===== src/inc/scb_defines.svh =====
// constants for the serial bus control and status block
//
// Overview of operation
// - master bit sets on a generated start, clears on generated stop or lost arbitration
// - transmit bit sets on start or early data write, clears on start, loss, no write
// - writing start flag as master starts or repeats a start; zero clears the flag
// - start flag sets on received start plus address; only software clears it
// - stop flag as master sends stop after an ack cycle since the last start, then clears itself
// - stop flag sets on stop seen as addressed slave or loss by stop
// - stop flag reads one when slave stop seen or master stop pending
// - ack request sets when a byte is received, clears after each ack cycle
// - arbitration lost sets on unwanted repeated start as master with start flag low
// - arbitration lost sets when clock is low during stop or repeated start
// - arbitration lost sets when data line is low while driving one, not ack
// - arbitration lost clears whenever the interrupt flag is cleared
// - ack bit captures incoming ack, and software writes outgoing ack value
// - interrupt flag sets on start made, loss, byte done, address, stop received
// - while interrupt flag is set the clock line is held low
// - writing zero clears the interrupt flag, writing one forces it
// - master, transmit, ack request and arbitration bits ignore software writes
// - register is bit addressable at 0xC0 on page 0x00, resets to zero
// - start and stop both set as master gives stop then start
// - interrupt cleared without ack write after a received byte sends a nack
// - start flag stays set after the requested start is made
`ifndef SCB_DEFINES_SVH
`define SCB_DEFINES_SVH

`define SCB_CTRL_ADDR 8'hC0
`define SCB_CTRL_PAGE 8'h00
`define SCB_CTRL_RESET 8'h00
`define SCB_BIT_MASTER 7
`define SCB_BIT_TRANSMIT_DIRECTION_FLAG 6
`define SCB_BIT_START 5
`define SCB_BIT_STOP 4
`define SCB_BIT_ACKNOWLEDGE_REQUEST_FLAG 3
`define SCB_BIT_ARBITRATION_LOST_FLAG 2
`define SCB_BIT_ACK 1
`define SCB_BIT_INT 0
`define SCB_CLK_NS 5
`define SCB_T_HALF_NS 5000
`define SCB_HALF_CYC ((`SCB_T_HALF_NS + `SCB_CLK_NS - 1) / `SCB_CLK_NS)

`endif


===== src/inc/scb_pkg.sv =====
// types of the serial bus control and status block
`default_nettype none
package scb_pkg;
  typedef enum logic [2:0] {
    G_IDLE, G_START_HOLD, G_STOP_LOW, G_STOP_SETUP, G_STOP_REL, G_RS_REL, G_RS_SCL
  } scb_gen_e;
endpackage
`default_nettype wire


===== src/logic/scb_ctrl.sv =====
// serial bus control and status register with start and stop generation
`include "scb_defines.svh"
`default_nettype none
module scb_ctrl (
  // clock and reset
  input wire logic CLK,
  input wire logic RST_B,
  // register port
  input wire logic [7:0] PAGE,
  input wire logic [7:0] ADDR,
  input wire logic [7:0] WDATA,
  input wire logic WR,
  input wire logic RD,
  input wire logic [7:0] BIT_ADDR,
  input wire logic BIT_VAL,
  input wire logic BIT_WR,
  output logic [7:0] RDATA,
  // shift engine side
  input wire logic DATA_WR,
  input wire logic FRAME_START,
  input wire logic BYTE_TX_DONE,
  input wire logic ACK_IN,
  input wire logic BYTE_RX_DONE,
  input wire logic ADDR_MATCH,
  input wire logic ACK_CYCLE_DONE,
  input wire logic SDA_DRIVE_ONE,
  input wire logic SHIFT_SDA_LOW,
  input wire logic SHIFT_SCL_LOW,
  output logic [7:0] STATUS,
  // bus pins
  input wire logic SDA_I,
  output logic SDA_O,
  output logic SDA_OE,
  input wire logic SCL_I,
  output logic SCL_O,
  output logic SCL_OE
);

  logic [1:0] sync1_q;
  logic [1:0] sync2_q;
  logic [1:0] prev_q;
  logic sda_s;
  logic scl_s;
  logic start_det;
  logic stop_det;
  logic master_q;
  logic transmit_direction_flag_q;
  logic sta_q;
  logic sto_q;
  logic acknowledge_request_flag_q;
  logic arbitration_lost_flag_q;
  logic ack_q;
  logic si_q;
  logic busy_q;
  logic addressed_q;
  logic ack_seen_q;
  logic data_wr_seen_q;
  logic [7:0] rdata_q;
  logic sda_oe_q;
  logic scl_oe_q;
  logic [7:0] sw_mask;
  logic [7:0] sw_val;
  scb_pkg::scb_gen_e gen_q;
  scb_pkg::scb_gen_e gen_d;
  logic [10:0] cnt_q;
  logic done;
  logic sda_drv;
  logic scl_drv;
  logic gen_idle;
  logic start_gen_ev;
  logic stop_gen_ev;
  logic ext_start;
  logic own_stop;
  logic slv_stop_ev;
  logic arb_ev;
  logic arb_stop_ev;
  logic hw_si;
  logic si_clr;

  // two flops on each pin before any logic looks at it
  generate
    for (genvar i = 0; i < 2; i++) begin : g_sync
      always_ff @(posedge CLK or negedge RST_B) begin
        if (!RST_B) begin
          sync1_q[i] <= 1'b1;
          sync2_q[i] <= 1'b1;
          prev_q[i] <= 1'b1;
        end else begin
          sync1_q[i] <= (i == 0) ? SDA_I : SCL_I;
          sync2_q[i] <= sync1_q[i];
          prev_q[i] <= sync2_q[i];
        end
      end
    end
  endgenerate

  // line conditions from the settled samples
  assign sda_s = sync2_q[0];
  assign scl_s = sync2_q[1];
  assign start_det = scl_s && prev_q[1] && prev_q[0] && !sda_s;
  assign stop_det = scl_s && prev_q[1] && !prev_q[0] && sda_s;
  assign gen_idle = (gen_q == scb_pkg::G_IDLE);
  assign done = (cnt_q == 11'(`SCB_HALF_CYC - 1));

  // software write, byte wide or a single bit
  always_comb begin
    sw_mask = 8'h00;
    sw_val = WDATA;
    if (WR && PAGE == `SCB_CTRL_PAGE && ADDR == `SCB_CTRL_ADDR) begin
      sw_mask = 8'hFF;
    end else if (BIT_WR && PAGE == `SCB_CTRL_PAGE
        && BIT_ADDR[7:3] == 5'(`SCB_CTRL_ADDR >> 3)) begin
      sw_mask = 8'h01 << BIT_ADDR[2:0];
      sw_val = {8{BIT_VAL}};
    end
  end

  // events seen on the bus or made here
  assign start_gen_ev = (gen_q == scb_pkg::G_START_HOLD) && done;
  assign stop_gen_ev = (gen_q == scb_pkg::G_STOP_REL) && done;
  assign own_stop = (gen_q == scb_pkg::G_STOP_REL);
  assign ext_start = start_det && gen_idle;
  assign slv_stop_ev = stop_det && !own_stop && addressed_q && !master_q;
  assign arb_stop_ev = stop_det && !own_stop && master_q;
  // lost arbitration, any of the four causes
  assign arb_ev = (ext_start && master_q && !sta_q)
    || (done && !scl_s && (gen_q == scb_pkg::G_STOP_SETUP
      || gen_q == scb_pkg::G_RS_SCL))
    || (gen_idle && SDA_DRIVE_ONE && scl_s && !sda_s)
    || arb_stop_ev;
  assign hw_si = start_gen_ev || arb_ev || BYTE_TX_DONE || BYTE_RX_DONE
    || ADDR_MATCH || slv_stop_ev;
  assign si_clr = sw_mask[`SCB_BIT_INT] && !sw_val[`SCB_BIT_INT] && !hw_si && si_q;

  // interrupt flag; a hardware event wins over a clear in the same cycle
  always_ff @(posedge CLK or negedge RST_B) begin
    if (!RST_B) begin
      si_q <= 1'b0;
    end else if (hw_si) begin
      si_q <= 1'b1;
    end else if (sw_mask[`SCB_BIT_INT]) begin
      si_q <= sw_val[`SCB_BIT_INT];
    end
  end

  // arbitration lost, read only, dropped when the flag is cleared
  always_ff @(posedge CLK or negedge RST_B) begin
    if (!RST_B) begin
      arbitration_lost_flag_q <= 1'b0;
    end else if (arb_ev) begin
      arbitration_lost_flag_q <= 1'b1;
    end else if (si_clr) begin
      arbitration_lost_flag_q <= 1'b0;
    end
  end

  // master role, no software path
  always_ff @(posedge CLK or negedge RST_B) begin
    if (!RST_B) begin
      master_q <= 1'b0;
    end else if (start_gen_ev) begin
      master_q <= 1'b1;
    end else if (stop_gen_ev || arb_ev) begin
      master_q <= 1'b0;
    end
  end

  // transmit direction, decided at each frame start
  always_ff @(posedge CLK or negedge RST_B) begin
    if (!RST_B) begin
      transmit_direction_flag_q <= 1'b0;
    end else if (start_gen_ev) begin
      transmit_direction_flag_q <= 1'b1;
    end else if (ext_start || arb_ev) begin
      transmit_direction_flag_q <= 1'b0;
    end else if (FRAME_START) begin
      transmit_direction_flag_q <= data_wr_seen_q || DATA_WR;
    end
  end

  // data register write remembered until the frame begins
  always_ff @(posedge CLK or negedge RST_B) begin
    if (!RST_B) begin
      data_wr_seen_q <= 1'b0;
    end else if (FRAME_START) begin
      data_wr_seen_q <= 1'b0;
    end else if (DATA_WR) begin
      data_wr_seen_q <= 1'b1;
    end
  end

  // start flag; hardware only ever sets it, even after our own start
  always_ff @(posedge CLK or negedge RST_B) begin
    if (!RST_B) begin
      sta_q <= 1'b0;
    end else if (ADDR_MATCH) begin
      sta_q <= 1'b1;
    end else if (sw_mask[`SCB_BIT_START]) begin
      sta_q <= sw_val[`SCB_BIT_START];
    end
  end

  // stop flag: request as master, report as slave
  always_ff @(posedge CLK or negedge RST_B) begin
    if (!RST_B) begin
      sto_q <= 1'b0;
    end else if (slv_stop_ev || arb_stop_ev) begin
      sto_q <= 1'b1;
    end else if (stop_gen_ev) begin
      sto_q <= 1'b0;
    end else if (sw_mask[`SCB_BIT_STOP]) begin
      sto_q <= sw_val[`SCB_BIT_STOP];
    end
  end

  // ack request, read only
  always_ff @(posedge CLK or negedge RST_B) begin
    if (!RST_B) begin
      acknowledge_request_flag_q <= 1'b0;
    end else if (BYTE_RX_DONE) begin
      acknowledge_request_flag_q <= 1'b1;
    end else if (ACK_CYCLE_DONE) begin
      acknowledge_request_flag_q <= 1'b0;
    end
  end

  // ack bit; a received byte defaults it to nack until software writes
  always_ff @(posedge CLK or negedge RST_B) begin
    if (!RST_B) begin
      ack_q <= 1'b0;
    end else if (BYTE_TX_DONE) begin
      ack_q <= ACK_IN;
    end else if (sw_mask[`SCB_BIT_ACK]) begin
      ack_q <= sw_val[`SCB_BIT_ACK];
    end else if (BYTE_RX_DONE) begin
      ack_q <= 1'b0;
    end
  end

  // bus busy between a start and a stop on the wire
  always_ff @(posedge CLK or negedge RST_B) begin
    if (!RST_B) begin
      busy_q <= 1'b0;
    end else if (start_det) begin
      busy_q <= 1'b1;
    end else if (stop_det) begin
      busy_q <= 1'b0;
    end
  end

  // addressed as slave until the next start or stop
  always_ff @(posedge CLK or negedge RST_B) begin
    if (!RST_B) begin
      addressed_q <= 1'b0;
    end else if (ADDR_MATCH) begin
      addressed_q <= 1'b1;
    end else if (start_det || stop_det) begin
      addressed_q <= 1'b0;
    end
  end

  // an ack cycle finished since our last start; stop waits for it
  always_ff @(posedge CLK or negedge RST_B) begin
    if (!RST_B) begin
      ack_seen_q <= 1'b0;
    end else if (start_gen_ev) begin
      ack_seen_q <= 1'b0;
    end else if (ACK_CYCLE_DONE) begin
      ack_seen_q <= 1'b1;
    end
  end

  // condition generator; stop is taken before start so both give stop then start
  always_comb begin
    gen_d = gen_q;
    case (gen_q)
      scb_pkg::G_IDLE: begin
        if (!si_q && sto_q && master_q && ack_seen_q) begin
          gen_d = scb_pkg::G_STOP_LOW;
        end else if (!si_q && sta_q && master_q && ack_seen_q && !sto_q) begin
          gen_d = scb_pkg::G_RS_REL;
        end else if (!si_q && sta_q && !master_q && !busy_q) begin
          gen_d = scb_pkg::G_START_HOLD;
        end
      end
      scb_pkg::G_START_HOLD: if (done) gen_d = scb_pkg::G_IDLE;
      scb_pkg::G_STOP_LOW: if (done) gen_d = scb_pkg::G_STOP_SETUP;
      scb_pkg::G_STOP_SETUP: begin
        if (done) gen_d = scb_s_ok(scl_s, scb_pkg::G_STOP_REL);
      end
      scb_pkg::G_STOP_REL: if (done) gen_d = scb_pkg::G_IDLE;
      scb_pkg::G_RS_REL: if (done) gen_d = scb_pkg::G_RS_SCL;
      scb_pkg::G_RS_SCL: begin
        if (done) gen_d = scb_s_ok(scl_s, scb_pkg::G_START_HOLD);
      end
      default: gen_d = scb_pkg::G_IDLE;
    endcase
  end

  // a clock line held low by another party ends the attempt
  function automatic scb_pkg::scb_gen_e scb_s_ok(input logic scl,
                                                 input scb_pkg::scb_gen_e nxt);
    scb_s_ok = scl ? nxt : scb_pkg::G_IDLE;
  endfunction

  // half bit timer, restarted on every state change
  always_ff @(posedge CLK or negedge RST_B) begin
    if (!RST_B) begin
      gen_q <= scb_pkg::G_IDLE;
      cnt_q <= 11'h000;
    end else begin
      gen_q <= gen_d;
      if (gen_d != gen_q || gen_idle) begin
        cnt_q <= 11'h000;
      end else begin
        cnt_q <= cnt_q + 11'h001;
      end
    end
  end

  // line drive per generator state
  always_comb begin
    sda_drv = 1'b0;
    scl_drv = 1'b0;
    case (gen_q)
      scb_pkg::G_START_HOLD: sda_drv = 1'b1;
      scb_pkg::G_STOP_LOW: begin
        sda_drv = 1'b1;
        scl_drv = 1'b1;
      end
      scb_pkg::G_STOP_SETUP: sda_drv = 1'b1;
      scb_pkg::G_RS_REL: scl_drv = 1'b1;
      default: begin
        sda_drv = 1'b0;
        scl_drv = 1'b0;
      end
    endcase
  end

  // pin enables; the shift engine is stalled while the flag is up
  always_ff @(posedge CLK or negedge RST_B) begin
    if (!RST_B) begin
      sda_oe_q <= 1'b0;
      scl_oe_q <= 1'b0;
    end else begin
      sda_oe_q <= sda_drv || (gen_idle && SHIFT_SDA_LOW);
      scl_oe_q <= si_q || scl_drv || (gen_idle && SHIFT_SCL_LOW);
    end
  end

  // read data stands one cycle after the strobe; other addresses read zero
  always_ff @(posedge CLK or negedge RST_B) begin
    if (!RST_B) begin
      rdata_q <= `SCB_CTRL_RESET;
    end else if (RD && PAGE == `SCB_CTRL_PAGE && ADDR == `SCB_CTRL_ADDR) begin
      rdata_q <= STATUS;
    end else begin
      rdata_q <= 8'h00;
    end
  end

  assign RDATA = rdata_q;
  assign STATUS = {master_q, transmit_direction_flag_q, sta_q, sto_q, acknowledge_request_flag_q, arbitration_lost_flag_q, ack_q, si_q};
  assign SDA_O = 1'b0;
  assign SCL_O = 1'b0;
  assign SDA_OE = sda_oe_q;
  assign SCL_OE = scl_oe_q;

endmodule // scb_ctrl
`default_nettype wire


===== config.mk =====
export PLATFORM = sky130hd
export DESIGN_NAME = scb_ctrl
export DESIGN_NICKNAME = d
export VERILOG_FILES = /design/src/inc/scb_pkg.sv /design/src/logic/scb_ctrl.sv
export VERILOG_INCLUDE_DIRS = /design/src /design/src/inc
export SDC_FILE = /design/constraint.sdc
export NUM_CORES = 1
export LEC_CHECK = 0
export ABC_AREA = 1
export BUFFER_PORTS_ARGS = -buffer_cell sky130_fd_sc_hd__buf_2
export CORE_AREA = 2 2 93 73
export CTS_BUF_LIST = sky130_fd_sc_hd__clkbuf_4 sky130_fd_sc_hd__clkbuf_8
export DETAILED_ROUTE_END_ITERATION = 16
export DIE_AREA = 0 0 95 75
export SKIP_LAST_GASP = 1
export SLEW_MARGIN = 30
export SYNTH_ARGS = -nofsm -noshare
export SYNTH_HDL_FRONTEND = slang
export SYNTH_SLANG_ARGS = --single-unit

===== constraint.sdc =====
create_clock -name CLK -period 2 [get_ports CLK]
set_clock_uncertainty 0.05 [all_clocks]
set_input_delay 0 -clock CLK [delete_from_list [all_inputs] [get_ports CLK]]
set_output_delay 0 -clock CLK [all_outputs]
set_load 0.01 [all_outputs]

* Word level (Yosys, flattened, before mapping)
Index checks and enable logic that the tools add are counted.
** Operators by class
- Add/subtract/negate cells :: 1
- Multiply operators :: 0
- Divide/modulo/power cells :: 0
- Order comparisons :: 0
- Equality and inequality tests :: 10
- Shift-type cells :: 1
- Muxes and demuxes :: 46
- Bitwise logic cells :: 0
- Reduce and logical (&&, ||, !) cells :: 85
** Operator list (count)
- $logic_and 1x1->1 :: 39
- $mux 1 :: 30
- $mux 3 :: 9
- $mux 6 :: 4
- $logic_or 1x1->1 :: 18
- $pmux 3 s6 :: 1
- $reduce_bool 2->1 :: 9
- $add 11x1->11 const B :: 1
- $eq 11x10->1 const B :: 1
- $logic_not 1->1 :: 11
- $mux 11 :: 1
- $eq 3x3->1 const B :: 3
- $reduce_bool 3->1 :: 3
- $eq 8x8->1 const B :: 1
- $logic_not 8->1 :: 1
- $mux 8 :: 1
- $eq 3x2->1 const B :: 2
- $shl 1x3->6 const A :: 1
- $eq 5x5->1 const B :: 1
- $reduce_or 2->1 :: 2
- $eq 3x1->1 const B :: 1
- $logic_not 3->1 :: 1
- $ne 3x3->1 :: 1
- $reduce_or 3->1 :: 1
** Storage, ports and cells
- Register bits after elaboration :: 42
- Latch bits :: 0
- Bits in writable memories :: 0
- Bits in read-only memories :: 0
- Bits of input ports :: 50
- Output and inout bits :: 20
- Word-level logic and storage cells :: 166
- Memories :: 0

* Longest topological paths before layout
- Depth in word-level cells :: 19
- Gate-level depth with buffers :: 12
- Depth with buffers taken out :: 11

* Worst setup path after synthesis
Ideal clock, no wire load.
- Kind :: register to register
- Start :: reg cnt_q[0]
- End :: reg cnt_q[1]
- Setup time :: 80 ps
- Arrival time :: 1510 ps
- Required time :: 1870 ps
- Path slack :: 359 ps
- Cell stages (with the launch flop) :: 12
- Buffers on the path :: 1
- Period minus slack after synthesis :: 1641 ps
- Path through :: dfrtp_1 ha_1 nand2_1 inv_2 nand3_1 clkinv_1 nand2_2 inv_2 nor2_4 nand3_2 buf_6 nor3_2
** On the way
- Longest elaborated chain between the ends :: 6
- Elaborated cells between the ends (all ways) :: 11
- Those cells by class :: add/sub (1); eq/ne (2); mux (7); reduce/logical (1)
** Ends and longest elaborated chain
- start, declared :: line scb_ctrl.sv:65 : logic [10:0] cnt_q;
- start signal, assigned :: line scb_ctrl.sv:316 : cnt_q <= cnt_q + 11'h001;
- $eq 11x10->1 :: line scb_ctrl.sv:103 : assign done = (cnt_q == 11'(`SCB_HALF_CYC - 1));
- $mux 3 (on tied branches)
- $pmux 3 s6 :: line scb_ctrl.sv:276 : case (gen_q)
- $ne 3x3->1 :: line scb_ctrl.sv:313 : if (gen_d != gen_q || gen_idle) begin
- $logic_or 1x1->1 :: line scb_ctrl.sv:313
- $mux 11 * :: line scb_ctrl.sv:313
Every way passes the cells marked *; elsewhere a longest branch is shown, timed or not.
A chain may end at the register's enable or synchronous reset.

* Worst setup path in the final report
- Start :: reg cnt_q[0]
- End :: reg cnt_q[10]
Same word-level chain as after synthesis.

==> run_results.csv <==
group,metric,value,unit
cells_and_area,drive_above_1_share,0.3065,
synthesis,synth.most_common_cell,"nand2_1",
sta,fin_tns_setup,0,ns
synthesis,seq_area_frac_synth,0.4486,
cells_and_area,synthToLayoutAreaGrowth,25.87,%
worst_hold_path,whs_endpoint,"sta_q",
grt,grt_pass1_vias,1916,
cells_and_area,utilization,0.4820,
worst_setup_path,crit_chain,"ha_1, nand2_1, inv_2, nand3_1, clkinv_1, nand2_2, inv_2, nor2_4, nand3_2, buf_12, nor3_1",
worst_setup_path,required,2.16,ns
synthesis,synth_top_area_cell,"dfrtp_1",
grt,antenna_found_initial,0,
sta,hold_viol,0,
synthesis,yosysWarnings,0,
sta,setup_viol,0,
worst_setup_path,slowest_stage,"dfrtp_1",
clock_tree,clk_path_buf_depth,2,
synthesis,syn_inst,293,
cells_and_area,multi_input_area,1080,um2
worst_setup_path,worstPathMaxFanout,11,
clock_tree,post-cts-setup-buffer-count,0,
floorplanning,die-area,7125,um2
worst_setup_path,rrSetupSlack,0.18,ns
worst_setup_path,path_buf_inv,4,
synthesis,synth.cells.most_frequent,"60 x nand2_1, 47 x nor2_1, 36 x dfrtp_1",
worst_hold_path,hp-start,"BIT_ADDR[2]",
grt,grt.overflow.total,0,
routing,postRouteAntennaNets,0,
clock_tree,clk_pin_slew,0.09,ns
power,vdd_drop_max,0.2857,mV
synthesis,yosysTopAreaCellShare,0.3818,
synthesis,synthFlopType,"dfrtp_1",
power,leakage,1.497,nW
placement,place_area,2718,um2
worst_setup_path,ff2ff_path_depth,11,
placement,place_hpwl,4022,um
worst_hold_path,hold_path_depth,4,
synthesis,synth_area,2360,um2
sta,min_period,1.821,ns
synthesis,synth.area.top_cells,"dfrtp_1 38%, nand2_1 9.5%, nor2_1 7.5%",
placement,place_congestion,0.8830,
clock_tree,clock_sinks,42,
worst_setup_path,r2r-start,"cnt_q[0]",
worst_setup_path,cp-start-kind,"register",
worst_setup_path,cp.arrival,1.98,ns
sta,fin_crit_sh,0.9106,
floorplanning,io_pins,70,
worst_setup_path,cp_top_family,"simple AND/OR/NAND/NOR gates",
synthesis,synth_edf_count,0,
worst_setup_path,crit_path_end_kind,"register",
clock_tree,cts_tree,"yes",
routing,drt_iter0_drc,81,
clock_tree,post_cts_resized,0,
cells_and_area,seq_area,1059,um2
cells_and_area,diodes,0,
sta,max_freq,0.5491,GHz
routing,vias,2065,
synthesis,avgSynthCellArea,8.054,um2
cells_and_area,final_area,2970,um2
run_status,status,"finished, final reports clean",
floorplanning,coreArea,6162,um2
routing,first_pass_iters,4,
clock_tree,htreeDepth,2,
floorplanning,die_w,95,um
placement,io_buffers,63,
worst_setup_path,timing.rr.end,"cnt_q[10]",
synthesis,ys_ff_latch,42,
worst_setup_path,crit_top_cell,"inv_2",
worst_setup_path,critPathKind,"reg2reg",
synthesis,ys_types,32,
clock_tree,cts_root_buf,"clkbuf_8",
floorplanning,rows,25,
placement,dpl_worst_slack,0.1843,ns
grt,grt_pass1_wl,8680,um
cells_and_area,num-nets-final,422,
sta,timing.final.ws_setup,0.1788,ns
routing,wl_per_cell,11.27,um
synthesis,async_flop_share,1.000,
clock_tree,clk_latency,0.30,ns
floorplanning,die_h,75,um
power,power.density,738.0,nW/um2
floorplanning,start_util,0.3829,
cells_and_area,fillCellCount,604,
worst_setup_path,critPathMaxStageDelay,0.41,ns
routing,drc,0,
grt,grtUsageTotal,0.1581,
sta,rsz0062_at_grt,"false",
sta,drv_slew,0,
worst_hold_path,hp-class,"in2reg",
grt,grt_max_degree,16,
run,maxCapViolations,0,
routing,wirelength,5106,um
routing,drt-vias-per-instance,4.558,
clock_tree,cts_made_buffers,5,
==> worst max-delay path by stage <==
stage	from	to	cells past startpoint
finish	cnt_q[0]	cnt_q[10]	11
detailed placement	cnt_q[0]	cnt_q[10]	11
global placement	cnt_q[0]	cnt_q[10]	11
global route	cnt_q[0]	cnt_q[10]	11
floorplan	cnt_q[0]	cnt_q[1]	11
CTS	cnt_q[0]	cnt_q[10]	11
==> worst min-delay path: stages <==
cell and delay (ns):
buf_2 0.10, nand4_1 0.08, nand2_1 0.09, o21ai_0 0.07
==> where the power goes <==
group,internal [mW],total [mW],switching (mW)
registers,0.928,0.995,0.0665
clock network,0.250,0.565,0.315
logic,0.277,0.633,0.355
==> flip-flops by register name, summed over array words and instances, names as in the netlist, 2 cells and up <==
register	flops
RDATA	8
cnt_q	11
gen_q	3
sync1_q	2
prev_q	2
==> per-layer routing <==
| layer | vias up | wire, um | track usage |
|---|---|---|---|
| met1 | 921 | 2508 | 0.2211 |
| met4 | 0 | 69 | 0.05314 |
| met3 | 5 | 300 | 0.03303 |
| met2 | 56 | 2227 | 0.2474 |
| li1 | 1083 | - | - |
| met5 | - | 0 | 0 |
==> cells by family (layout without fill, tap and decap cells) <==
group | after synthesis | after routing | synth area share
xor+xnor | 8 | 8 | 0.02969
compound gates | 17 | 17 | 0.04454
flops | 42 | 42 | 0.4486
simple gates | 178 | 178 | 0.3749
buf+inv | 46 | 124 | 0.09544
other cells | 1 | 2 | 0.001589
fa+ha+maj | 1 | 1 | 0.005301
==> through the flow <==
stage	instances	hold WS, ns	total power, mW
after floorplan	294	-0.3456	1.453
final	453	0.03133	2.192
after detailed placement	429	-0.1264	1.628
after global placement	429	-0.1383	1.613
after CTS	453	0.01380	2.226
after global routing	453	0.04976	2.348
==> timing repair <==
action / in CTS / in global routing
hold buffers: 16 / 0
setup endpoints to repair: 0 / 0
endpoints found under the hold margin: 53 / 0
==> cell usage in the layout, fill, tap and decap left out, types with 4 or more instances in the layout <==
cell type	count
buf_2	63
nand2_1	60
nor2_1	47
dfrtp_1	36
nand3_1	30
inv_1	26
dlygate4sd3_1	16
nor3_2	11
nand4_1	9
inv_2	7
nand2_2	6
xor2_1	6
dfstp_2	6
o21ai_0	5
clkbuf_8	5
nor2_4	4
nand3_2	4
==> layout make-up <==
type	count	area share
Inverter	34	0.04297
Sequential cell	42	0.3564
Timing Repair Buffer	82	0.1719
Clock buffer	5	0.02317
Clock inverter	3	0.008003
Multi-Input combinational cell	206	0.3635
Tap cell	81	0.03412
Note: power is estimated with default switching activity, not from simulation.
